[src/rx_filter_pkg.sv]
package rx_filter_pkg;
   // ---------------------------------------------------------------
   // Register map (byte addresses, one aligned word each)
   // ---------------------------------------------------------------
   localparam logic [3:0] ADDR_FILTER_CFG = 4'h0;
   localparam logic [3:0] ADDR_HASH_LO = 4'h4;
   localparam logic [3:0] ADDR_HASH_HI = 4'h8;
   localparam logic [3:0] ADDR_STATUS = 4'hc;

   // ---------------------------------------------------------------
   // Filter configuration fields
   // ---------------------------------------------------------------
   localparam int HASH_EN_BIT = 15;
   localparam int WAKE_EN_BIT = 14;
   localparam int UNUSED_BIT = 13;
   localparam int INVERT_BIT = 12;
   localparam int MODE_MSB = 11;
   localparam int MODE_LSB = 8;
   localparam logic [15:0] CFG_RESET = 16'h0000;
   // Bit 13 has no storage and reads as zero
   localparam logic [15:0] CFG_WRITE_MASK = 16'hdfff;

   // ---------------------------------------------------------------
   // Pattern-match mode codes
   // ---------------------------------------------------------------
   localparam logic [3:0] MODE_OFF = 4'h0;
   localparam logic [3:0] MODE_WAKE_UNICAST = 4'h9;
   localparam logic [3:0] MODE_RESERVED = 4'hf;

   // ---------------------------------------------------------------
   // Status fields and bus answers
   // ---------------------------------------------------------------
   localparam int ST_ACCEPT_BIT = 0;
   localparam int ST_HASH_BIT = 1;
   localparam int ST_WAKE_BIT = 2;
   localparam int ST_PATTERN_BIT = 3;
   localparam int ST_COUNT_LSB = 16;
   localparam logic [1:0] RESP_OKAY = 2'b00;
   localparam logic [1:0] RESP_SLVERR = 2'b10;
endpackage

[src/hash_mem_if.sv]
`timescale 1ns/1ps
`default_nettype none
// Carries writes, readback and per-frame lookup into the hash table
interface hash_mem_if;
   logic wr_en;
   logic wr_sel;
   logic [3:0] wr_strb;
   logic [31:0] wr_data;
   logic rd_sel;
   logic [31:0] rd_data;
   logic [5:0] look_index;
   logic look_bit;
   modport ctrl (output wr_en, wr_sel, wr_strb, wr_data, rd_sel, look_index,
                 input rd_data, look_bit);
   modport mem (input wr_en, wr_sel, wr_strb, wr_data, rd_sel, look_index,
                output rd_data, look_bit);
endinterface
`default_nettype wire

[src/hash_table_mem.sv]
`timescale 1ns/1ps
`default_nettype none
module hash_table_mem (
   input wire logic i_clk_sys,
   input wire logic i_reset,
   hash_mem_if.mem port
);
   logic [31:0] word_reg [2];
   logic [31:0] word_next [2];
   logic [31:0] rd_data_reg;
   logic look_bit_reg;

   // ---------------------------------------------------------------
   // Byte-lane writes, one generate branch per word
   // ---------------------------------------------------------------
   genvar g;
   for (g = 0; g < 2; g++) begin : g_word
      always_comb begin
         word_next[g] = word_reg[g];
         for (int b = 0; b < 4; b++) begin
            if (port.wr_en && (port.wr_sel == 1'(g)) && port.wr_strb[b]) begin
               word_next[g][b*8 +: 8] = port.wr_data[b*8 +: 8];
            end
         end
      end
      always_ff @(posedge i_clk_sys) begin
         if (i_reset) begin
            word_reg[g] <= 32'h0000_0000;
         end else begin
            word_reg[g] <= word_next[g];
         end
      end
   end

   // Both read ports registered; lookup sees the table one edge late
   always_ff @(posedge i_clk_sys) begin
      if (i_reset) begin
         rd_data_reg <= 32'h0000_0000;
         look_bit_reg <= 1'b0;
      end else begin
         rd_data_reg <= word_reg[port.rd_sel];
         look_bit_reg <= word_reg[port.look_index[5]][port.look_index[4:0]];
      end
   end

   assign port.rd_data = rd_data_reg;
   assign port.look_bit = look_bit_reg;
endmodule
`default_nettype wire

[src/rx_filter_top.sv]
`timescale 1ns/1ps
`default_nettype none
module rx_filter_top (
   input wire logic i_clk_sys,
   input wire logic i_reset,
   input wire logic [3:0] i_s_axi_awaddr,
   input wire logic i_s_axi_awvalid,
   output logic o_s_axi_awready,
   input wire logic [31:0] i_s_axi_wdata,
   input wire logic [3:0] i_s_axi_wstrb,
   input wire logic i_s_axi_wvalid,
   output logic o_s_axi_wready,
   output logic [1:0] o_s_axi_bresp,
   output logic o_s_axi_bvalid,
   input wire logic i_s_axi_bready,
   input wire logic [3:0] i_s_axi_araddr,
   input wire logic i_s_axi_arvalid,
   output logic o_s_axi_arready,
   output logic [31:0] o_s_axi_rdata,
   output logic [1:0] o_s_axi_rresp,
   output logic o_s_axi_rvalid,
   input wire logic i_s_axi_rready,
   input wire logic i_frame_valid,
   input wire logic [5:0] i_frame_hash_index,
   input wire logic i_frame_wake_found,
   input wire logic i_frame_dest_own_unicast,
   input wire logic i_frame_csum_match,
   output logic o_frame_done,
   output logic o_frame_accept
);
   hash_mem_if hmem ();

   hash_table_mem hash_table_mem_inst (
      .i_clk_sys (i_clk_sys),
      .i_reset (i_reset),
      .port (hmem.mem)
   );

   // ---------------------------------------------------------------
   // Write channel
   // ---------------------------------------------------------------
   logic aw_held_reg, aw_held_next;
   logic w_held_reg, w_held_next;
   logic [3:0] awaddr_reg, awaddr_next;
   logic [31:0] wdata_reg, wdata_next;
   logic [3:0] wstrb_reg, wstrb_next;
   logic bvalid_reg, bvalid_next;
   logic [1:0] bresp_reg, bresp_next;
   logic [15:0] cfg_reg, cfg_next;
   logic awready_reg, awready_next;
   logic wready_reg, wready_next;
   logic do_write;
   logic [15:0] cfg_wmask;

   // Address and data taken in either order; write fires once both held
   always_comb begin
      aw_held_next = aw_held_reg;
      w_held_next = w_held_reg;
      awaddr_next = awaddr_reg;
      wdata_next = wdata_reg;
      wstrb_next = wstrb_reg;
      bvalid_next = bvalid_reg;
      bresp_next = bresp_reg;
      cfg_next = cfg_reg;
      do_write = aw_held_reg && w_held_reg && !bvalid_reg;
      cfg_wmask = {{8{wstrb_reg[1]}}, {8{wstrb_reg[0]}}} & rx_filter_pkg::CFG_WRITE_MASK;
      if (o_s_axi_awready && i_s_axi_awvalid) begin
         aw_held_next = 1'b1;
         awaddr_next = i_s_axi_awaddr;
      end
      if (o_s_axi_wready && i_s_axi_wvalid) begin
         w_held_next = 1'b1;
         wdata_next = i_s_axi_wdata;
         wstrb_next = i_s_axi_wstrb;
      end
      if (do_write) begin
         aw_held_next = 1'b0;
         w_held_next = 1'b0;
         bvalid_next = 1'b1;
         bresp_next = rx_filter_pkg::RESP_OKAY;
         case (awaddr_reg)
            rx_filter_pkg::ADDR_FILTER_CFG: begin
               cfg_next = (cfg_reg & ~cfg_wmask) | (wdata_reg[15:0] & cfg_wmask);
            end
            rx_filter_pkg::ADDR_HASH_LO, rx_filter_pkg::ADDR_HASH_HI,
            rx_filter_pkg::ADDR_STATUS: begin
               bresp_next = rx_filter_pkg::RESP_OKAY;
            end
            default: begin
               bresp_next = rx_filter_pkg::RESP_SLVERR;
            end
         endcase
      end else if (bvalid_reg && i_s_axi_bready) begin
         bvalid_next = 1'b0;
      end
      // Readies low while the matching half is held or the answer waits
      awready_next = !aw_held_next && !bvalid_next;
      wready_next = !w_held_next && !bvalid_next;
   end

   // Hash words go straight to the table in the firing cycle
   assign hmem.wr_en = do_write && ((awaddr_reg == rx_filter_pkg::ADDR_HASH_LO) ||
                                    (awaddr_reg == rx_filter_pkg::ADDR_HASH_HI));
   assign hmem.wr_sel = (awaddr_reg == rx_filter_pkg::ADDR_HASH_HI);
   assign hmem.wr_strb = wstrb_reg;
   assign hmem.wr_data = wdata_reg;

   always_ff @(posedge i_clk_sys) begin
      if (i_reset) begin
         aw_held_reg <= 1'b0;
         w_held_reg <= 1'b0;
         awaddr_reg <= 4'h0;
         wdata_reg <= 32'h0000_0000;
         wstrb_reg <= 4'h0;
         bvalid_reg <= 1'b0;
         bresp_reg <= 2'h0;
         cfg_reg <= rx_filter_pkg::CFG_RESET;
         awready_reg <= 1'b1;
         wready_reg <= 1'b1;
      end else begin
         aw_held_reg <= aw_held_next;
         w_held_reg <= w_held_next;
         awaddr_reg <= awaddr_next;
         wdata_reg <= wdata_next;
         wstrb_reg <= wstrb_next;
         bvalid_reg <= bvalid_next;
         bresp_reg <= bresp_next;
         cfg_reg <= cfg_next;
         awready_reg <= awready_next;
         wready_reg <= wready_next;
      end
   end

   // Ready flags straight from their registers
   assign o_s_axi_awready = awready_reg;
   assign o_s_axi_wready = wready_reg;
   assign o_s_axi_bvalid = bvalid_reg;
   assign o_s_axi_bresp = bresp_reg;

   // ---------------------------------------------------------------
   // Read channel
   // ---------------------------------------------------------------
   typedef enum logic [1:0] {RD_IDLE, RD_FETCH, RD_ANSWER} rd_state_t;
   rd_state_t rd_state_reg, rd_state_next;
   logic [3:0] araddr_reg, araddr_next;
   logic [31:0] rdata_reg, rdata_next;
   logic [1:0] rresp_reg, rresp_next;
   logic [31:0] status_word;
   logic arready_reg, arready_next;
   logic rvalid_reg, rvalid_next;

   // Table readback is registered, so one fetch cycle precedes the answer
   always_comb begin
      rd_state_next = rd_state_reg;
      araddr_next = araddr_reg;
      rdata_next = rdata_reg;
      rresp_next = rresp_reg;
      case (rd_state_reg)
         RD_IDLE: begin
            if (i_s_axi_arvalid) begin
               araddr_next = i_s_axi_araddr;
               rd_state_next = RD_FETCH;
            end
         end
         RD_FETCH: begin
            rd_state_next = RD_ANSWER;
            rresp_next = rx_filter_pkg::RESP_OKAY;
            case (araddr_reg)
               rx_filter_pkg::ADDR_FILTER_CFG: rdata_next = {16'h0000, cfg_reg};
               rx_filter_pkg::ADDR_HASH_LO: rdata_next = hmem.rd_data;
               rx_filter_pkg::ADDR_HASH_HI: rdata_next = hmem.rd_data;
               rx_filter_pkg::ADDR_STATUS: rdata_next = status_word;
               default: begin
                  rdata_next = 32'h0000_0000;
                  rresp_next = rx_filter_pkg::RESP_SLVERR;
               end
            endcase
         end
         RD_ANSWER: begin
            if (i_s_axi_rready) begin
               rd_state_next = RD_IDLE;
            end
         end
         default: begin
            rd_state_next = RD_IDLE;
         end
      endcase
      arready_next = (rd_state_next == RD_IDLE);
      rvalid_next = (rd_state_next == RD_ANSWER);
   end

   always_ff @(posedge i_clk_sys) begin
      if (i_reset) begin
         rd_state_reg <= RD_IDLE;
         araddr_reg <= 4'h0;
         rdata_reg <= 32'h0000_0000;
         rresp_reg <= 2'h0;
         arready_reg <= 1'b1;
         rvalid_reg <= 1'b0;
      end else begin
         rd_state_reg <= rd_state_next;
         araddr_reg <= araddr_next;
         rdata_reg <= rdata_next;
         rresp_reg <= rresp_next;
         arready_reg <= arready_next;
         rvalid_reg <= rvalid_next;
      end
   end

   // Select from the incoming address so the registered word is ready in fetch
   assign hmem.rd_sel = (araddr_next == rx_filter_pkg::ADDR_HASH_HI);
   assign o_s_axi_arready = arready_reg;
   assign o_s_axi_rvalid = rvalid_reg;
   assign o_s_axi_rdata = rdata_reg;
   assign o_s_axi_rresp = rresp_reg;

   // ---------------------------------------------------------------
   // Frame decision: stage 1 waits on the table lookup
   // ---------------------------------------------------------------
   logic st1_valid_reg;
   logic st1_wake_reg, st1_unicast_reg, st1_csum_reg;
   logic done_reg, done_next, accept_reg, accept_next;
   logic [3:0] hits_reg, hits_next;
   logic [15:0] count_reg, count_next;
   logic hash_hit, wake_hit, csum_ok, mode_ok, pattern_hit;
   logic [3:0] mode;

   assign hmem.look_index = i_frame_hash_index;
   assign mode = cfg_reg[rx_filter_pkg::MODE_MSB:rx_filter_pkg::MODE_LSB];

   always_comb begin
      hash_hit = cfg_reg[rx_filter_pkg::HASH_EN_BIT] && hmem.look_bit;
      wake_hit = cfg_reg[rx_filter_pkg::WAKE_EN_BIT] && st1_wake_reg;
      // Inversion flips which checksum outcome counts as success
      csum_ok = cfg_reg[rx_filter_pkg::INVERT_BIT] ? !st1_csum_reg : st1_csum_reg;
      case (mode)
         rx_filter_pkg::MODE_OFF: mode_ok = 1'b0;
         rx_filter_pkg::MODE_WAKE_UNICAST: mode_ok = st1_wake_reg && st1_unicast_reg;
         rx_filter_pkg::MODE_RESERVED: mode_ok = 1'b0;
         default: mode_ok = 1'b1;
      endcase
      pattern_hit = csum_ok && mode_ok;
      done_next = st1_valid_reg;
      accept_next = 1'b0;
      hits_next = hits_reg;
      count_next = count_reg;
      if (st1_valid_reg) begin
         accept_next = hash_hit || wake_hit || pattern_hit;
         hits_next = {pattern_hit, wake_hit, hash_hit, accept_next};
         if (accept_next) begin
            count_next = count_reg + 16'h0001; // Wraps silently
         end
      end
   end

   always_ff @(posedge i_clk_sys) begin
      if (i_reset) begin
         st1_valid_reg <= 1'b0;
         st1_wake_reg <= 1'b0;
         st1_unicast_reg <= 1'b0;
         st1_csum_reg <= 1'b0;
         done_reg <= 1'b0;
         accept_reg <= 1'b0;
         hits_reg <= 4'h0;
         count_reg <= 16'h0000;
      end else begin
         st1_valid_reg <= i_frame_valid;
         st1_wake_reg <= i_frame_wake_found;
         st1_unicast_reg <= i_frame_dest_own_unicast;
         st1_csum_reg <= i_frame_csum_match;
         done_reg <= done_next;
         accept_reg <= accept_next;
         hits_reg <= hits_next;
         count_reg <= count_next;
      end
   end

   assign status_word = {count_reg, 12'h000, hits_reg};
   assign o_frame_done = done_reg;
   assign o_frame_accept = accept_reg;
endmodule
`default_nettype wire

[config.mk]
export PLATFORM = sky130hd
export DESIGN_NAME = rx_filter_top
export DESIGN_NICKNAME = d
export VERILOG_FILES = /design/src/rx_filter_pkg.sv /design/src/hash_mem_if.sv /design/src/hash_table_mem.sv /design/src/rx_filter_top.sv
export SDC_FILE = /design/constraint.sdc
export NUM_CORES = 1
export LEC_CHECK = 0
export BUFFER_PORTS_ARGS = -buffer_cell sky130_fd_sc_hd__buf_2
export CORE_UTILIZATION = 25
export CTS_CLUSTER_DIAMETER = 200
export DETAILED_ROUTE_END_ITERATION = 10
export GPL_TIMING_DRIVEN = 0
export PLACE_DENSITY = 0.37
export SYNTH_ARGS = -nofsm -noshare
export SYNTH_HDL_FRONTEND = slang
export SYNTH_SLANG_ARGS = --single-unit
[constraint.sdc]
create_clock -name i_clk_sys -period 3.1 [get_ports i_clk_sys]
set_input_delay 0.62 -clock i_clk_sys [delete_from_list [all_inputs] [get_ports i_clk_sys]]
set_output_delay 0.62 -clock i_clk_sys [all_outputs]
set_load 0.01 [all_outputs]
==> impl_results.md <==
* Slowest stage cell, crit path: a222oi_1
* Clock Root Buffer: clkbuf_16
* Area of the mapped netlist at 9240 µm²
* Input/output buffers at 96
* R2r setup slk at 0.30 ns
* Count of unique library cells instantiated by Yosys at 52
* Post-route core utilization at 0.306
* RSZ-0062 raised after global routing: no
* Drt pass-1 iters at 5
* End of the worst register-to-register path: count_reg[10]$_SDFFE_PP0P_
* Critical path start-end classification: reg2reg
* Buf/Inv on CP at 1
* Setup TNS Final at 0 ns
* Crit path arrival time at 3.20 ns
* Final hold viol count at 0
* Site row count at 70
* Count of cells along the worst register-to-register path at 6
* Part of the cycle the worst path needs at 0.904
* Initial core utilization at 0.253
* Top achievable clock speed at 357 MHz
* DR vias/cell at 4.63
* Placed Instance Area at 10,300 µm²
* Number of buffers on the longest clock path at 3
* First-iteration detailed-routing DRC count at 453
* Pin slew with the least headroom to its limit at 1.33 ns
* Time the worst path needs with I/O delays and setup at roughly 2.8 ns
* Clk slew on worst S/H paths at 0.06 ns
* Final HPWL DP at 22,600 µm
* Worst min-delay path startpoint: i_frame_csum_match
* Most common cell after layout, fill and taps aside: nand2_1
* Fill cells at roughly 4k
* Clock buffers created by TritonCTS at 27
* Mean routed wirelength per cell at 19.2 µm
* Terminating pin of the worst hold path: st1_csum_reg$_SDFF_PP0_
* Required time worst endpoint at ~3.5 ns
* CTS tree: done
* Post-route DRC violation count at 0
* Via count at 7,228
* Post-detailed-route count of antenna-violating nets at 0
* Fraction of layout cells with a size suffix above 1 at 0.163
* Sequential cell area fraction in the yosys report at 0.557
* Power per cell area at 611 nW/µm²
* Pin count of the biggest net entering global routing at 13
* Static leakage at roughly 4.3 nW
* Global router's overall resource usage at 0.159
* Count of final setup violators at 0
* Placed insts at 1,514
* Vertical extent of the die at 194 µm
* Outcome: complete, no violations
* Hold-critical path depth at 2
* Kind of capture point of the worst setup path: register
* Final routed wirelength across all metal layers at approximately 30,000 µm
* Mean instance size in the synthesized netlist at 9.74 µm²
* Non-filler instance count after layout at 1,562
* Initial antenna violation count at 1
* Synth Instances at 949
* Synthesis warning total at 0
* RePlAce Congestion at just over 0.8
* Post-route clock skew at around 0.014 ns
* Summed area of non-filler cells in the final layout at 11,200 µm²
* Max Transition Viols Final at 0
* Total gr overflow at 0
* Max_cap viols at 0
* Number of post-CTS setup repair buffers at 0
* Critical Path Fanout Max at 10
* Commonest cells after routing, fill and taps aside: nand2_1 (196), dfxtp_1 (161), a21oi_1 (114), buf_2 (101), and3_1 (68)
* Synthesized flop and latch total at approximately 230
* Dominant delay contributor by cell family on the critical path: compound AO/OA/AOI/OAI gates
* CORE AREA at 36,500 µm²
* Crit path cell chain: nor4_1 > nor2_1 > a222oi_1 > buf_6 > nand2b_1 > o31ai_1
* Remaining max-slew budget at the tightest pin at 0.115
* Layout overhead on the synthesized area at 20.9%
* Die area at 37,700 µm²
* Flip-flop cell with the highest count after synthesis: dfxtp_1
* Post-synth EDFFs at between 60 and 70
* HP Class: in2reg
* Number of global-route vias before repair at between 7k and 8k
* Die span in x at ~190 µm
* Final-stage net count at 1,137
* Async set-reset flop share out of synthesis at 0
* Number of clock sinks seen by CTS at 225
* CTS H-tree depth at 1
* Max FFs per register at 64
* Max rail drop VDD at roughly 350 µV
* Number of top-level pins at 104
* Worst Setup Start Kind: register
* Clock latency reported for the late side of the worst-skew pair at ~0.53 ns
* Resize count post-CTS at 0
* Maximum cell stage delay along the critical path at 1.07 ns
* Hold buffers post-CTS at 0
* Wire length of the first global-routing pass at roughly 46,000 µm
-- how the worst max path moves through the flow --
stage	cells past startpoint	start	end
2_1_floorplan	7	i_frame_hash_index[5]	hash_table_mem_inst.port.look_bit$_SDFF_PP0_
3_3_place_gp	4	i_reset	hash_table_mem_inst.word_reg[0][13]$_SDFFCE_PN0P_
3_5_place_dp	4	i_reset	hash_table_mem_inst.word_reg[0][13]$_SDFFCE_PN0P_
4_1_cts	6	register	count_reg[10]$_SDFFE_PP0P_
5_1_grt	6	register	count_reg[10]$_SDFFE_PP0P_
6_report	6	register	count_reg[10]$_SDFFE_PP0P_
-- where the power goes --
part	total, mW	internal (mW)	leakage (nW)	switching [mW]
Combinational	0.525	0.182	1.89	0.343
Sequential	3.22	3.13	1.97	0.0885
Clock	3.08	1.86	0.426	1.23
Total	6.83	5.17	4.29	1.66
-- area by class of cell --
cell class / instances / area (µm²) / share of cell area
sequential: 225 / 5140 / 0.461
multi-input combinational: 644 / 3750 / 0.336
clock buffer: 41 / 808 / 0.0723
tap: 468 / 586 / 0.0524
timing repair buffer: 96 / 480 / 0.0430
buffer: 77 / 329 / 0.0295
clock inverter: 6 / 52.6 / 0.00470
inverter: 4 / 15.0 / 0.00134
antenna: 1 / 2.50 / 0.000224
-- per-layer routing --
| layer | vias to the layer above | track usage | share of wire | routed length [µm] |
|---|---|---|---|---|
| met5 | - | 0 | 0 | 0 |
| met4 | 0 | 0.0488 | 0.027 | 799 |
| met3 | 42 | 0.0205 | 0.032 | 956 |
| met2 | 163 | 0.239 | 0.43 | 13000 |
| met1 | 3372 | 0.234 | 0.51 | 15200 |
| li1 | 3651 | - | - | - |
-- through the flow --
stage	total power, mW	setup slack [ns]	hold slack (ns)
floorplan	3.58	0.851	0.431
CTS	6.93	0.272	0.293
detailed placement	3.82	0.152	0.445
finish	6.83	0.299	0.301
global route	7.11	0.0408	0.303
global placement	3.82	0.158	0.439
-- logic make-up (layout without fill, tap and decap cells) --
logic type,count (synthesis),count (layout),share of synthesized area
compound gates,205,205,0.139
other cells,1,3,0.000406
xor+xnor,2,2,0.00190
simple gates,405,405,0.208
mux,29,29,0.0544
buf+inv,81,224,0.0372
fa+ha+maj,1,1,0.00135
flops,225,225,0.557
-- Yosys cell counts (6+ instances only) --
master | n | area share
and3_1 | 68 | 0.046
or4_1 | 6 | 0.0049
nor2b_1 | 12 | 0.0081
mux2i_1 | 9 | 0.0098
o31ai_1 | 10 | 0.0081
a22oi_1 | 27 | 0.022
dfxtp_1 | 161 | 0.35
nand3_1 | 33 | 0.018
a21oi_1 | 114 | 0.062
mux4_2 | 16 | 0.039
nand2_1 | 196 | 0.080
clkbuf_1 | 58 | 0.024
a211oi_1 | 9 | 0.0073
nor2_1 | 52 | 0.021
buf_1 | 8 | 0.0033
edfxtp_1 | 64 | 0.21
a2bb2oi_1 | 27 | 0.026
-- worst register-to-register path, delay by kind of cell (launching register included) --
kind	cells	cell delay [ns]
and+or+nand+nor	3	0.84
DFF	1	0.34
AOI/OAI and AO/OA	2	1.22
buffers and inverters	1	0.27
(Power assumes the default switching activity.)
